==> src/hitd_defs.svh <==
// Field positions and constants of the isochronous transfer descriptor.
// Assumes word 0 = DW1:DW0, word 1 = DW3:DW2, mask = DW4[7:0].
`ifndef HITD_DEFS_SVH
`define HITD_DEFS_SVH
`define HITD_W0_RUN     0
`define HITD_W0_LEN     17:3
`define HITD_W0_LIMIT   28:18
`define HITD_W0_MULT    30:29
`define HITD_W0_EP_LO   31
`define HITD_W0_EP_HI   34:32
`define HITD_W0_ADDR    41:35
`define HITD_W0_TOKEN   43:42
`define HITD_W0_CLASS   45:44
`define HITD_W0_SPLIT   46
`define HITD_W1_FRAME   7:3
`define HITD_W1_PTR     23:8
`define HITD_W1_LIVE    63
`define HITD_TOK_OUT    2'h0
`define HITD_TOK_IN     2'h1
`define HITD_CLASS_ISO  2'h1
`define HITD_MAX_PKT    11'h400
`define HITD_RES_XERR   0
`define HITD_RES_BABBLE 1
`define HITD_RES_UNDER  2
`endif

==> src/hitd_pkg.sv <==
// Types shared by the descriptor executor.
// Assumes hitd_defs.svh is available on the include path.
package hitd_pkg;
    typedef enum logic [2:0] {
        ST_IDLE  = 3'h0,
        ST_ARMED = 3'h1,
        ST_ISSUE = 3'h3,
        ST_WAIT  = 3'h2,
        ST_WB    = 3'h6
    } hitd_state_t;
    typedef logic [2:0] hitd_result_t;
endpackage : hitd_pkg

==> src/hitd_decode.sv <==
// Field decoder for a captured descriptor.
// Assumes both words are held stable in registers by the caller.
`timescale 1ns/100ps
`include "hitd_defs.svh"
module hitd_decode import hitd_pkg::*; (
    // Captured descriptor
    input  wire logic [63:0] w0,
    input  wire logic [63:0] w1,
    // Decoded fields
    output logic [3:0]       ep_num,
    output logic [10:0]      limit_eff,
    output logic [2:0]       mult_eff,
    output logic             is_in,
    output logic             bad_desc
);
    assign ep_num    = {w0[`HITD_W0_EP_HI], w0[`HITD_W0_EP_LO]};
    // Oversized limits are clipped rather than trusted
    assign limit_eff = (w0[`HITD_W0_LIMIT] > `HITD_MAX_PKT) ? `HITD_MAX_PKT
                     : w0[`HITD_W0_LIMIT];
    // A zero multiplier still moves one packet
    assign mult_eff  = (w0[`HITD_W0_MULT] == 2'h0) ? 3'h1
                     : {1'b0, w0[`HITD_W0_MULT]};
    assign is_in     = (w0[`HITD_W0_TOKEN] == `HITD_TOK_IN);
    assign bad_desc  = (w0[`HITD_W0_CLASS] != `HITD_CLASS_ISO)
                     || (w0[`HITD_W0_TOKEN] != `HITD_TOK_IN
                         && w0[`HITD_W0_TOKEN] != `HITD_TOK_OUT);
endmodule : hitd_decode

==> src/hitd_accum.sv <==
// Byte-done counter and payload address generator.
// Assumes clr and add are never asserted together.
`timescale 1ns/100ps
`include "hitd_defs.svh"
module hitd_accum import hitd_pkg::*; (
    // Clock and reset
    input  wire logic        clk,
    input  wire logic        arst_n,
    // Control
    input  wire logic        clr,
    input  wire logic        add,
    input  wire logic [10:0] add_bytes,
    input  wire logic [14:0] total,
    input  wire logic [15:0] base_ptr,
    // State
    output logic [14:0]      done_q,
    output logic [14:0]      remain,
    output logic [15:0]      ram_addr,
    output logic [2:0]       ram_byte
);
    logic [14:0] done_d;
    assign remain = total - done_q;
    // Never count past the buffer depth, even on a babbling IN
    assign done_d = ({4'h0, add_bytes} >= remain) ? total
                  : done_q + {4'h0, add_bytes};
    always_ff @(posedge clk or negedge arst_n) begin
        if (!arst_n) begin
            done_q <= 15'h0000;
        end else if (clr) begin
            done_q <= 15'h0000;
        end else if (add) begin
            done_q <= done_d;
        end
    end
    assign ram_addr = base_ptr + {4'h0, done_q[14:3]};
    assign ram_byte = done_q[2:0];
endmodule : hitd_accum

==> src/hitd_core.sv <==
// Executor for one high-speed isochronous transfer descriptor.
// Assumes the link logic runs on clk and answers each request once.
`timescale 1ns/100ps
`include "hitd_defs.svh"
// Functional notes
// - Live bit at word bit 63 counts as run_enable.
// - One stop_flag per descriptor; setting it clears run_enable.
// - Endpoint stall from the device sets the stop_flag.
// - Overrun flag is never reported for isochronous.
// - bytes_done_count holds bytes actually moved, 15 bits.
// - Partial totals may appear during multi-packet execution.
// - payload_ram_pointer is a word address; data fetched from there.
// - Frame bits 7:3 select the execution frame; bits 2:0 ignored.
// - hub_relay set means split transaction, else direct.
// - Token 00 issues OUT, 01 issues IN.
// - Seven-bit device address selects the USB function.
// - endpoint_number is concatenated from two split fields.
// - packets_per_microframe bounds packets per microframe.
// - packet_size_limit caps each packet, at most 1024.
// - transfer_length bounds total bytes moved.
// - run_enable cleared on completion or fatal error.
// - Only microframes with mask bit set transfer; each cleared after.
// - Per microframe result: error, babble on IN, underrun on OUT.
module hitd_core import hitd_pkg::*; (
    // Clock and reset
    input  wire logic        clk,
    input  wire logic        arst_n,
    // Descriptor load
    input  wire logic        desc_load,
    input  wire logic [63:0] desc_w0,
    input  wire logic [63:0] desc_w1,
    input  wire logic [7:0]  desc_mask,
    output logic             desc_busy,
    output logic             desc_skip,
    // Bus timing
    input  wire logic        sof,
    input  wire logic [4:0]  bus_frame,
    input  wire logic [2:0]  bus_uframe,
    // Transaction request
    output logic             txn_req,
    input  wire logic        txn_ack,
    output logic             txn_in,
    output logic             txn_split,
    output logic [6:0]       txn_addr,
    output logic [3:0]       txn_ep,
    output logic [10:0]      txn_len,
    output logic [15:0]      txn_ram_addr,
    output logic [2:0]       txn_ram_byte,
    // Transaction answer
    input  wire logic        txn_done,
    input  wire logic [10:0] txn_bytes,
    input  wire logic        txn_stall,
    input  wire logic        txn_xerr,
    input  wire logic        txn_babble,
    input  wire logic        txn_underrun,
    input  wire logic        txn_fatal,
    // Write-back
    output logic             wb_valid,
    output logic             wb_active,
    output logic             wb_halt,
    output logic             wb_overrun,
    output logic [14:0]      wb_bytes,
    output logic [7:0]       wb_mask,
    output logic [23:0]      wb_result,
    // Live view
    output logic [14:0]      bytes_done,
    output logic             run_enable
);
    hitd_state_t  st_q;
    logic [63:0]  w0_q;
    logic [63:0]  w1_q;
    logic [7:0]   mask_q;
    logic [23:0]  res_q;
    hitd_result_t ures_q;
    logic [2:0]   uf_q;
    logic [2:0]   pkt_left_q;
    logic [10:0]  len_q;
    logic         halt_q;
    logic         run_q;
    logic [3:0]   ep_num;
    logic [10:0]  limit_eff;
    logic [2:0]   mult_eff;
    logic         is_in;
    logic         bad_desc;
    logic [14:0]  remain;
    logic [15:0]  ram_addr;
    logic [2:0]   ram_byte;
    logic         load_live;
    logic         frame_hit;
    logic         uf_start;
    logic         resp;
    logic         stop_now;
    logic         uf_close;
    logic         last_uf;
    logic [10:0]  pkt_len;
    hitd_result_t ures_d;

    hitd_decode u_decode (
        .w0        (w0_q),
        .w1        (w1_q),
        .ep_num    (ep_num),
        .limit_eff (limit_eff),
        .mult_eff  (mult_eff),
        .is_in     (is_in),
        .bad_desc  (bad_desc)
    );

    hitd_accum u_accum (
        .clk       (clk),
        .arst_n    (arst_n),
        .clr       (st_q == ST_IDLE && desc_load && load_live),
        .add       (resp),
        .add_bytes (txn_bytes),
        .total     (w0_q[`HITD_W0_LEN]),
        .base_ptr  (w1_q[`HITD_W1_PTR]),
        .done_q    (bytes_done),
        .remain    (remain),
        .ram_addr  (ram_addr),
        .ram_byte  (ram_byte)
    );

    assign load_live = desc_w0[`HITD_W0_RUN] | desc_w1[`HITD_W1_LIVE];
    assign frame_hit = (bus_frame == w1_q[`HITD_W1_FRAME]);
    assign uf_start  = sof && frame_hit && mask_q[bus_uframe];
    assign resp      = (st_q == ST_WAIT) && txn_done;
    assign stop_now  = txn_stall || txn_fatal;
    // Short packet or exhausted buffer also ends the microframe
    assign uf_close  = resp && !stop_now
                     && (pkt_left_q == 3'h1 || txn_bytes < len_q
                         || {4'h0, txn_bytes} >= remain);
    assign last_uf   = ((mask_q & ~(8'h01 << uf_q)) == 8'h00)
                     || {4'h0, txn_bytes} >= remain;
    assign pkt_len   = ({4'h0, limit_eff} > remain) ? remain[10:0]
                     : limit_eff;

    always_comb begin
        ures_d = ures_q;
        ures_d[`HITD_RES_XERR]   = ures_q[`HITD_RES_XERR] | txn_xerr;
        ures_d[`HITD_RES_BABBLE] = ures_q[`HITD_RES_BABBLE]
                                 | (txn_babble & is_in);
        ures_d[`HITD_RES_UNDER]  = ures_q[`HITD_RES_UNDER]
                                 | (txn_underrun & ~is_in);
    end

    // Sequencer
    always_ff @(posedge clk or negedge arst_n) begin
        if (!arst_n) begin
            st_q <= ST_IDLE;
        end else begin
            case (st_q)
                ST_IDLE: begin
                    if (desc_load && load_live) begin
                        st_q <= ST_ARMED;
                    end
                end
                ST_ARMED: begin
                    if (bad_desc || mask_q == 8'h00 || remain == 15'h0000) begin
                        st_q <= ST_WB;
                    end else if (uf_start) begin
                        st_q <= ST_ISSUE;
                    end
                end
                ST_ISSUE: begin
                    if (txn_ack) begin
                        st_q <= ST_WAIT;
                    end
                end
                ST_WAIT: begin
                    if (resp && stop_now) begin
                        st_q <= ST_WB;
                    end else if (uf_close) begin
                        st_q <= last_uf ? ST_WB : ST_ARMED;
                    end else if (resp) begin
                        st_q <= ST_ISSUE;
                    end
                end
                ST_WB: begin
                    st_q <= ST_IDLE;
                end
                default: begin
                    st_q <= ST_IDLE;
                end
            endcase
        end
    end

    // Descriptor capture; untouched when not live
    always_ff @(posedge clk or negedge arst_n) begin
        if (!arst_n) begin
            w0_q <= 64'h0;
            w1_q <= 64'h0;
        end else if (st_q == ST_IDLE && desc_load && load_live) begin
            w0_q <= desc_w0;
            w1_q <= desc_w1;
        end
    end

    always_ff @(posedge clk or negedge arst_n) begin
        if (!arst_n) begin
            desc_skip <= 1'b0;
        end else begin
            desc_skip <= (st_q == ST_IDLE) && desc_load && !load_live;
        end
    end

    // Packet bookkeeping within a microframe
    always_ff @(posedge clk or negedge arst_n) begin
        if (!arst_n) begin
            uf_q       <= 3'h0;
            pkt_left_q <= 3'h0;
            len_q      <= 11'h000;
            ures_q     <= 3'h0;
        end else if (st_q == ST_ARMED && uf_start) begin
            uf_q       <= bus_uframe;
            pkt_left_q <= mult_eff;
            len_q      <= pkt_len;
            ures_q     <= 3'h0;
        end else if (resp) begin
            pkt_left_q <= pkt_left_q - 3'h1;
            ures_q     <= ures_d;
            if ({4'h0, limit_eff} > remain - {4'h0, txn_bytes}) begin
                len_q <= remain[10:0] - txn_bytes;
            end else begin
                len_q <= limit_eff;
            end
        end
    end

    // Per-microframe mask and result slices
    genvar gi;
    generate
        for (gi = 0; gi < 8; gi++) begin : g_uf
            always_ff @(posedge clk or negedge arst_n) begin
                if (!arst_n) begin
                    mask_q[gi]           <= 1'b0;
                    res_q[gi*3 +: 3]     <= 3'h0;
                end else if (st_q == ST_IDLE && desc_load && load_live) begin
                    mask_q[gi]           <= desc_mask[gi];
                    res_q[gi*3 +: 3]     <= 3'h0;
                end else if ((uf_close || (resp && stop_now)) && uf_q == gi) begin
                    mask_q[gi]           <= 1'b0;
                    res_q[gi*3 +: 3]     <= ures_d;
                end
            end
        end
    endgenerate

    // Activity and stop flag
    always_ff @(posedge clk or negedge arst_n) begin
        if (!arst_n) begin
            run_q  <= 1'b0;
            halt_q <= 1'b0;
        end else if (st_q == ST_IDLE && desc_load && load_live) begin
            run_q  <= 1'b1;
            halt_q <= 1'b0;
        end else if (resp && txn_stall) begin
            run_q  <= 1'b0;
            halt_q <= 1'b1;
        end else if (st_q == ST_WB) begin
            run_q  <= 1'b0;
        end
    end

    // Write-back image
    always_ff @(posedge clk or negedge arst_n) begin
        if (!arst_n) begin
            wb_valid   <= 1'b0;
            wb_active  <= 1'b0;
            wb_halt    <= 1'b0;
            wb_overrun <= 1'b0;
            wb_bytes   <= 15'h0000;
            wb_mask    <= 8'h00;
            wb_result  <= 24'h000000;
        end else begin
            wb_valid   <= (st_q == ST_WB);
            wb_overrun <= 1'b0;
            if (st_q == ST_WB) begin
                wb_active <= 1'b0;
                wb_halt   <= halt_q;
                wb_bytes  <= bytes_done;
                wb_mask   <= mask_q;
                wb_result <= res_q;
            end
        end
    end

    assign desc_busy    = (st_q != ST_IDLE);
    assign txn_req      = (st_q == ST_ISSUE);
    assign txn_in       = is_in;
    assign txn_split    = w0_q[`HITD_W0_SPLIT];
    assign txn_addr     = w0_q[`HITD_W0_ADDR];
    assign txn_ep       = ep_num;
    assign txn_len      = len_q;
    assign txn_ram_addr = ram_addr;
    assign txn_ram_byte = ram_byte;
    assign run_enable   = run_q;

    skip_untouched_a: assert property (@(posedge clk) disable iff (!arst_n)
        st_q == ST_IDLE && desc_load && !load_live |=> desc_skip && st_q == ST_IDLE)
        else $error("inactive descriptor was not skipped");
    live_bit_a: assert property (@(posedge clk) disable iff (!arst_n)
        st_q == ST_IDLE && desc_load && desc_w1[`HITD_W1_LIVE] |=> run_enable)
        else $error("live bit did not activate descriptor");
    stall_halts_a: assert property (@(posedge clk) disable iff (!arst_n)
        resp && txn_stall |=> st_q == ST_WB ##1 wb_valid && wb_halt && !wb_active)
        else $error("stall did not halt descriptor");
    halt_clears_run_a: assert property (@(posedge clk) disable iff (!arst_n)
        halt_q |-> !run_enable)
        else $error("stop flag set with run enable high");
    no_overrun_a: assert property (@(posedge clk) disable iff (!arst_n)
        wb_valid |-> !wb_overrun)
        else $error("overrun reported for isochronous");
    token_dir_a: assert property (@(posedge clk) disable iff (!arst_n)
        txn_req |-> txn_in == (w0_q[`HITD_W0_TOKEN] == `HITD_TOK_IN)
            && (w0_q[`HITD_W0_TOKEN] == `HITD_TOK_IN || w0_q[`HITD_W0_TOKEN] == `HITD_TOK_OUT))
        else $error("token direction mismatch");
    frame_gate_a: assert property (@(posedge clk) disable iff (!arst_n)
        st_q == ST_ISSUE && $past(st_q) == ST_ARMED
        |-> $past(bus_frame) == w1_q[`HITD_W1_FRAME] && $past(sof))
        else $error("issued outside selected frame");
    len_cap_a: assert property (@(posedge clk) disable iff (!arst_n)
        txn_req |-> txn_len <= `HITD_MAX_PKT && txn_len <= w0_q[`HITD_W0_LIMIT])
        else $error("packet longer than limit");
    bytes_bound_a: assert property (@(posedge clk) disable iff (!arst_n)
        bytes_done <= w0_q[`HITD_W0_LEN])
        else $error("bytes done beyond transfer length");
    mask_clear_a: assert property (@(posedge clk) disable iff (!arst_n)
        uf_close |=> !mask_q[$past(uf_q)])
        else $error("microframe mask bit not cleared");
    ram_addr_a: assert property (@(posedge clk) disable iff (!arst_n)
        txn_req |-> txn_ram_addr == w1_q[`HITD_W1_PTR] + {4'h0, bytes_done[14:3]})
        else $error("payload address wrong");
    wb_inactive_a: assert property (@(posedge clk) disable iff (!arst_n)
        st_q == ST_WB |=> wb_valid && !wb_active && !run_enable)
        else $error("run enable not cleared at completion");
    fatal_ends_a: assert property (@(posedge clk) disable iff (!arst_n)
        resp && txn_fatal && !txn_stall |=> st_q == ST_WB ##1 wb_valid && !wb_halt)
        else $error("fatal error did not end descriptor");
endmodule : hitd_core

==> config.mk <==
export PLATFORM = sky130hd
export DESIGN_NAME = hitd_core
export DESIGN_NICKNAME = d
export VERILOG_FILES = /design/src/hitd_pkg.sv /design/src/hitd_decode.sv /design/src/hitd_accum.sv /design/src/hitd_core.sv
export VERILOG_INCLUDE_DIRS = /design/src
export SDC_FILE = /design/constraint.sdc
export NUM_CORES = 1
export LEC_CHECK = 0
export ABC_AREA = 1
export BUFFER_PORTS_ARGS = -buffer_cell sky130_fd_sc_hd__buf_2
export CORE_MARGIN = 2
export CORE_UTILIZATION = 50
export CTS_BUF_LIST = sky130_fd_sc_hd__clkbuf_4 sky130_fd_sc_hd__clkbuf_8 sky130_fd_sc_hd__clkbuf_16
export DETAILED_ROUTE_END_ITERATION = 6
export PLACE_DENSITY = 0.78
export REMOVE_ABC_BUFFERS = 1
export SLEW_MARGIN = 20
export SYNTH_ARGS = -nofsm -noshare
export SYNTH_HDL_FRONTEND = slang
export SYNTH_SLANG_ARGS = --single-unit
==> constraint.sdc <==
create_clock -name clk -period 4.3 [get_ports clk]
set_input_delay 0.215 -clock clk [delete_from_list [all_inputs] [get_ports clk]]
set_output_delay 0.215 -clock clk [all_outputs]
set_load 0.03 [all_outputs]
==> impl_metrics.py <==
metrics = {
    "worst_setup_path": {
        "regToRegStartpoint": "u_accum.done_q[0]$_DFFE_PN0P_",
        "crit_fanout": 5,
        "worstRegToRegCells": 28,
        "worst_path_dominant_cell_family": "simple AND/OR/NAND/NOR gates",
        "critPathKind": "reg2reg",
        "worst_r2r_endpoint": "txn_len[6]$_DFFE_PN0P_",
        "worstPathBufferInverterCount": 4,
        "crit_path_slowest_cell": "sky130_fd_sc_hd__dfrtp_1",
        "worstSetupEndpoint": "txn_len[6]$_DFFE_PN0P_",
        "worstPathRequired_ns": 4.63,
        "slowest_delay_ns": 0.41,
        "cp-startpoint": "u_accum.done_q[0]$_DFFE_PN0P_",
        "worst-path-stages": 28,
        "r2r_setup_slack_ns": -0.005,
        "worst_setup_path_end_kind": "flop",
        "cp-start-kind": "flop",
        "critical_path.most_common_cell": "sky130_fd_sc_hd__nand2_2",
        "worst-endpoint-arrival_ns": 4.63,
    },
    "timing": {
        "report.final.hold_viol_count": 0,
        "fin_crit_sh": 1.00,
        "maxSlewViolCount": 0,
        "max_freq_mhz": 232,
        "clock-skew-final_ns": 0.0163,
        "setup_viol": 1,
        "worstMarginPinSlew_ns": 0.891,
        "max-slew-margin-rel": 0.405,
        "rsz0062_at_grt": "yes",
        "period_needed_ns": 4.30,
        "fin_ws_ns": -0.00466,
    },
    "global_route": {
        "first_global_vias": 11300,
        "grt_antenna_before_repair": 4,
        "maximum_number_of_pins_on_one_net_before_global_route_repair": 106,
        "overflow": 0,
        "groute.usage.overall": 0.276,
        "global_route_wire_length_before_repair_um": 54200,
    },
    "logic_synthesis": {
        "synth_area_um2": 11800,
        "synthDistinctLibCells": 47,
        "post_synth.cell_area_avg_um2": 7.36,
        "post_synth_edffs": 0,
        "synthDominantAreaCellType": "sky130_fd_sc_hd__dfrtp_1",
        "ys_top_cells_by_area": "sky130_fd_sc_hd__dfrtp_1 40%, sky130_fd_sc_hd__nand2_1 17%, sky130_fd_sc_hd__ha_1 8.6%",
        "synth_seq_area_share": 0.396,
        "yosys-top-cells-count": "548 x sky130_fd_sc_hd__nand2_1, 198 x sky130_fd_sc_hd__inv_1, 187 x sky130_fd_sc_hd__dfrtp_1",
        "ys_warn_count": 0,
        "netlist_instances": 1604,
        "synth-seq-cells": 187,
        "async_reset_ff_frac": 1.00,
        "cell_with_the_most_instances_after_synthesis": "sky130_fd_sc_hd__nand2_1",
        "netlist.area_leader.share": 0.396,
        "postSynth.topFlopCell": "sky130_fd_sc_hd__dfrtp_1",
    },
    "cts": {
        "tritoncts.num_buffers": 17,
        "cts_buffer_depth": 2,
        "tritoncts_clock_tree": "done",
        "cts-root-buf": "sky130_fd_sc_hd__clkbuf_16",
        "cts_htree_levels": 4,
        "path_clk_slew_ns": 0.08,
        "clock_latency_ns": 0.44,
        "cts_num_sinks": 187,
    },
    "die": {
        "start_util": 0.506,
        "design.core.area_um2": 23300,
        "row_count": 56,
        "die_height_um": 158,
        "die_x_um": 158,
        "ioPinCount": 279,
        "dieArea_um2": 24900,
    },
    "placed_design": {
        "dp.cells": 2107,
        "place.detailed.hpwl_um": 24100,
        "buffer_ports.inserted": 215,
        "gp_congestion": 0.937,
        "dp_worst_setup_slack_ns": -0.0274,
    },
    "layout": {
        "ratio_of_cells_with_drive_above_1_in_the_final_layout": 0.209,
        "design.final.nets": 2140,
        "area.growth.synth_to_final_pct": 27.7,
        "finalCoreUtilization": 0.647,
        "nFillCells": 1970,
        "instances_no_fill": 2224,
    },
    "job": {
        "max-cap-violations": 0,
    },
    "routing": {
        "routedWlPerCell_um": 15.8,
        "vias": 11800,
        "detail_route.drc_violations": 0,
        "viasPerCell": 5.31,
        "finalWirelength_um": 35100,
        "drt_pass1_iterations": 5,
        "ant_nets": 0,
        "first_iter_violations": 975,
    },
    "min_path": {
        "hold_path.class": "in2reg",
    },
    "status": {
        "status": "finished with violations",
        "violations": "negative setup slack",
    },
}
==> worst reg2reg max path, delay by kind of cell, from the launching register on <==
family / cells / cell delay (ns)
xor gates and xnor gates: 2 / 0.34
adders and majority gates: 4 / 1.14
AOI/OAI and AO/OA: 2 / 0.46
buffers and inverters: 4 / 0.33
and+or+nand+nor: 16 / 1.51
DFF: 1 / 0.41
==> stage by stage <==
stage          cell area, um2  hold slack (ns)  TNS (ns)
6_report                15100           0.0202  -0.00466
4_1_cts                 14600          0.00714         0
5_1_grt                 15100           0.0299     -1.00
2_1_floorplan           11500          -0.0806   -166.63
3_3_place_gp            13200            0.373         0
3_5_place_dp            13200            0.382    -0.136
==> cells in the final DEF, fill, tap and decap left out, types with 13 or more instances in the layout <==
master and count:
sky130_fd_sc_hd__a21oi_1 70, sky130_fd_sc_hd__buf_2 214, sky130_fd_sc_hd__buf_4 36, sky130_fd_sc_hd__clkbuf_16 17
sky130_fd_sc_hd__dfrtp_1 186, sky130_fd_sc_hd__dlygate4sd3_1 71, sky130_fd_sc_hd__ha_1 66, sky130_fd_sc_hd__ha_4 14
sky130_fd_sc_hd__inv_1 186, sky130_fd_sc_hd__inv_2 13, sky130_fd_sc_hd__nand2_1 529, sky130_fd_sc_hd__nand2_2 26
sky130_fd_sc_hd__nand3_1 109, sky130_fd_sc_hd__nand3_2 16, sky130_fd_sc_hd__nand4_1 17, sky130_fd_sc_hd__nor2_1 61
sky130_fd_sc_hd__nor3_1 17, sky130_fd_sc_hd__o21ai_0 99, sky130_fd_sc_hd__xor2_1 24
==> metal layers <==
metal  part of all wire  up-vias  GRT usage
li1                   -     5714          -
met1               0.42     5487      0.351
met5            0.00040        -          0
met4              0.034        2      0.107
met2               0.47      500      0.467
met3              0.074      108     0.0495
==> how the worst min path moves through the flow <==
stage / from / endpoint / slack, ns / cells past startpoint
6_report: desc_w0[26] / w0_q[26]$_DFFE_PN0P_ / 0.02 / 3
5_1_grt: desc_w0[38] / w0_q[38]$_DFFE_PN0P_ / 0.03 / 3
4_1_cts: desc_w0[38] / w0_q[38]$_DFFE_PN0P_ / 0.007 / 3
3_5_place_dp: arst_n / w0_q[35]$_DFFE_PN0P_ / 0.38 / 1
3_3_place_gp: arst_n / w0_q[35]$_DFFE_PN0P_ / 0.37 / 1
2_1_floorplan: arst_n / desc_skip$_DFF_PN0_ / -0.08 / 0
==> registers in the layout (all words and copies together) (netlist names) <==
register        cells
desc_skip           1
halt_q              1
mask_q              8
pkt_left_q          3
res_q              24
run_enable          1
st_q                3
txn_len            11
u_accum.done_q     15
uf_q                3
ures_q              3
w0_q               44
w1_q               21
wb_bytes           15
wb_halt             1
wb_mask             8
wb_result          24
wb_valid            1
==> cell families (layout without fill, tap and decap cells) <==
kind of cell / Yosys count / in the layout / share of synthesized area
AND/OR/NAND/NOR: 808 / 809 / 0.288
buffers and inverters: 263 / 559 / 0.0930
AO/OA/AOI/OAI: 222 / 222 / 0.102
flip-flops: 187 / 187 / 0.396
adder cells (fa/ha/maj): 85 / 85 / 0.0926
XOR/XNOR: 38 / 38 / 0.0282
other: 1 / 5 / 0.000317
==> repair_timing <==
action | CTS | global route
gates resized for setup | 13 | 82
buffers inserted | 2 | 8
endpoints found under the hold margin | 173 | 0
hold buffers | 71 | 0
pin swaps | 5 | 41
gates cloned | 1 | 0
setup endpoints to repair | 11 | 44
==> layout make-up <==
| cell class | instances | area, um2 | area share |
|---|---|---|---|
| Antenna cell | 3 | 7.51 | 0.000498 |
| Clock buffer | 18 | 439 | 0.0291 |
| Clock inverter | 14 | 173 | 0.0114 |
| Inverter | 199 | 747 | 0.0495 |
| Multi-Input combinational cell | 1156 | 6490 | 0.430 |
| Sequential cell | 187 | 4680 | 0.310 |
| Tap cell | 319 | 399 | 0.0265 |
| Timing Repair Buffer | 328 | 2150 | 0.143 |
Power is not shown: default switching activity piles up to over one toggle a cycle in this logic, so the estimate is an artifact.
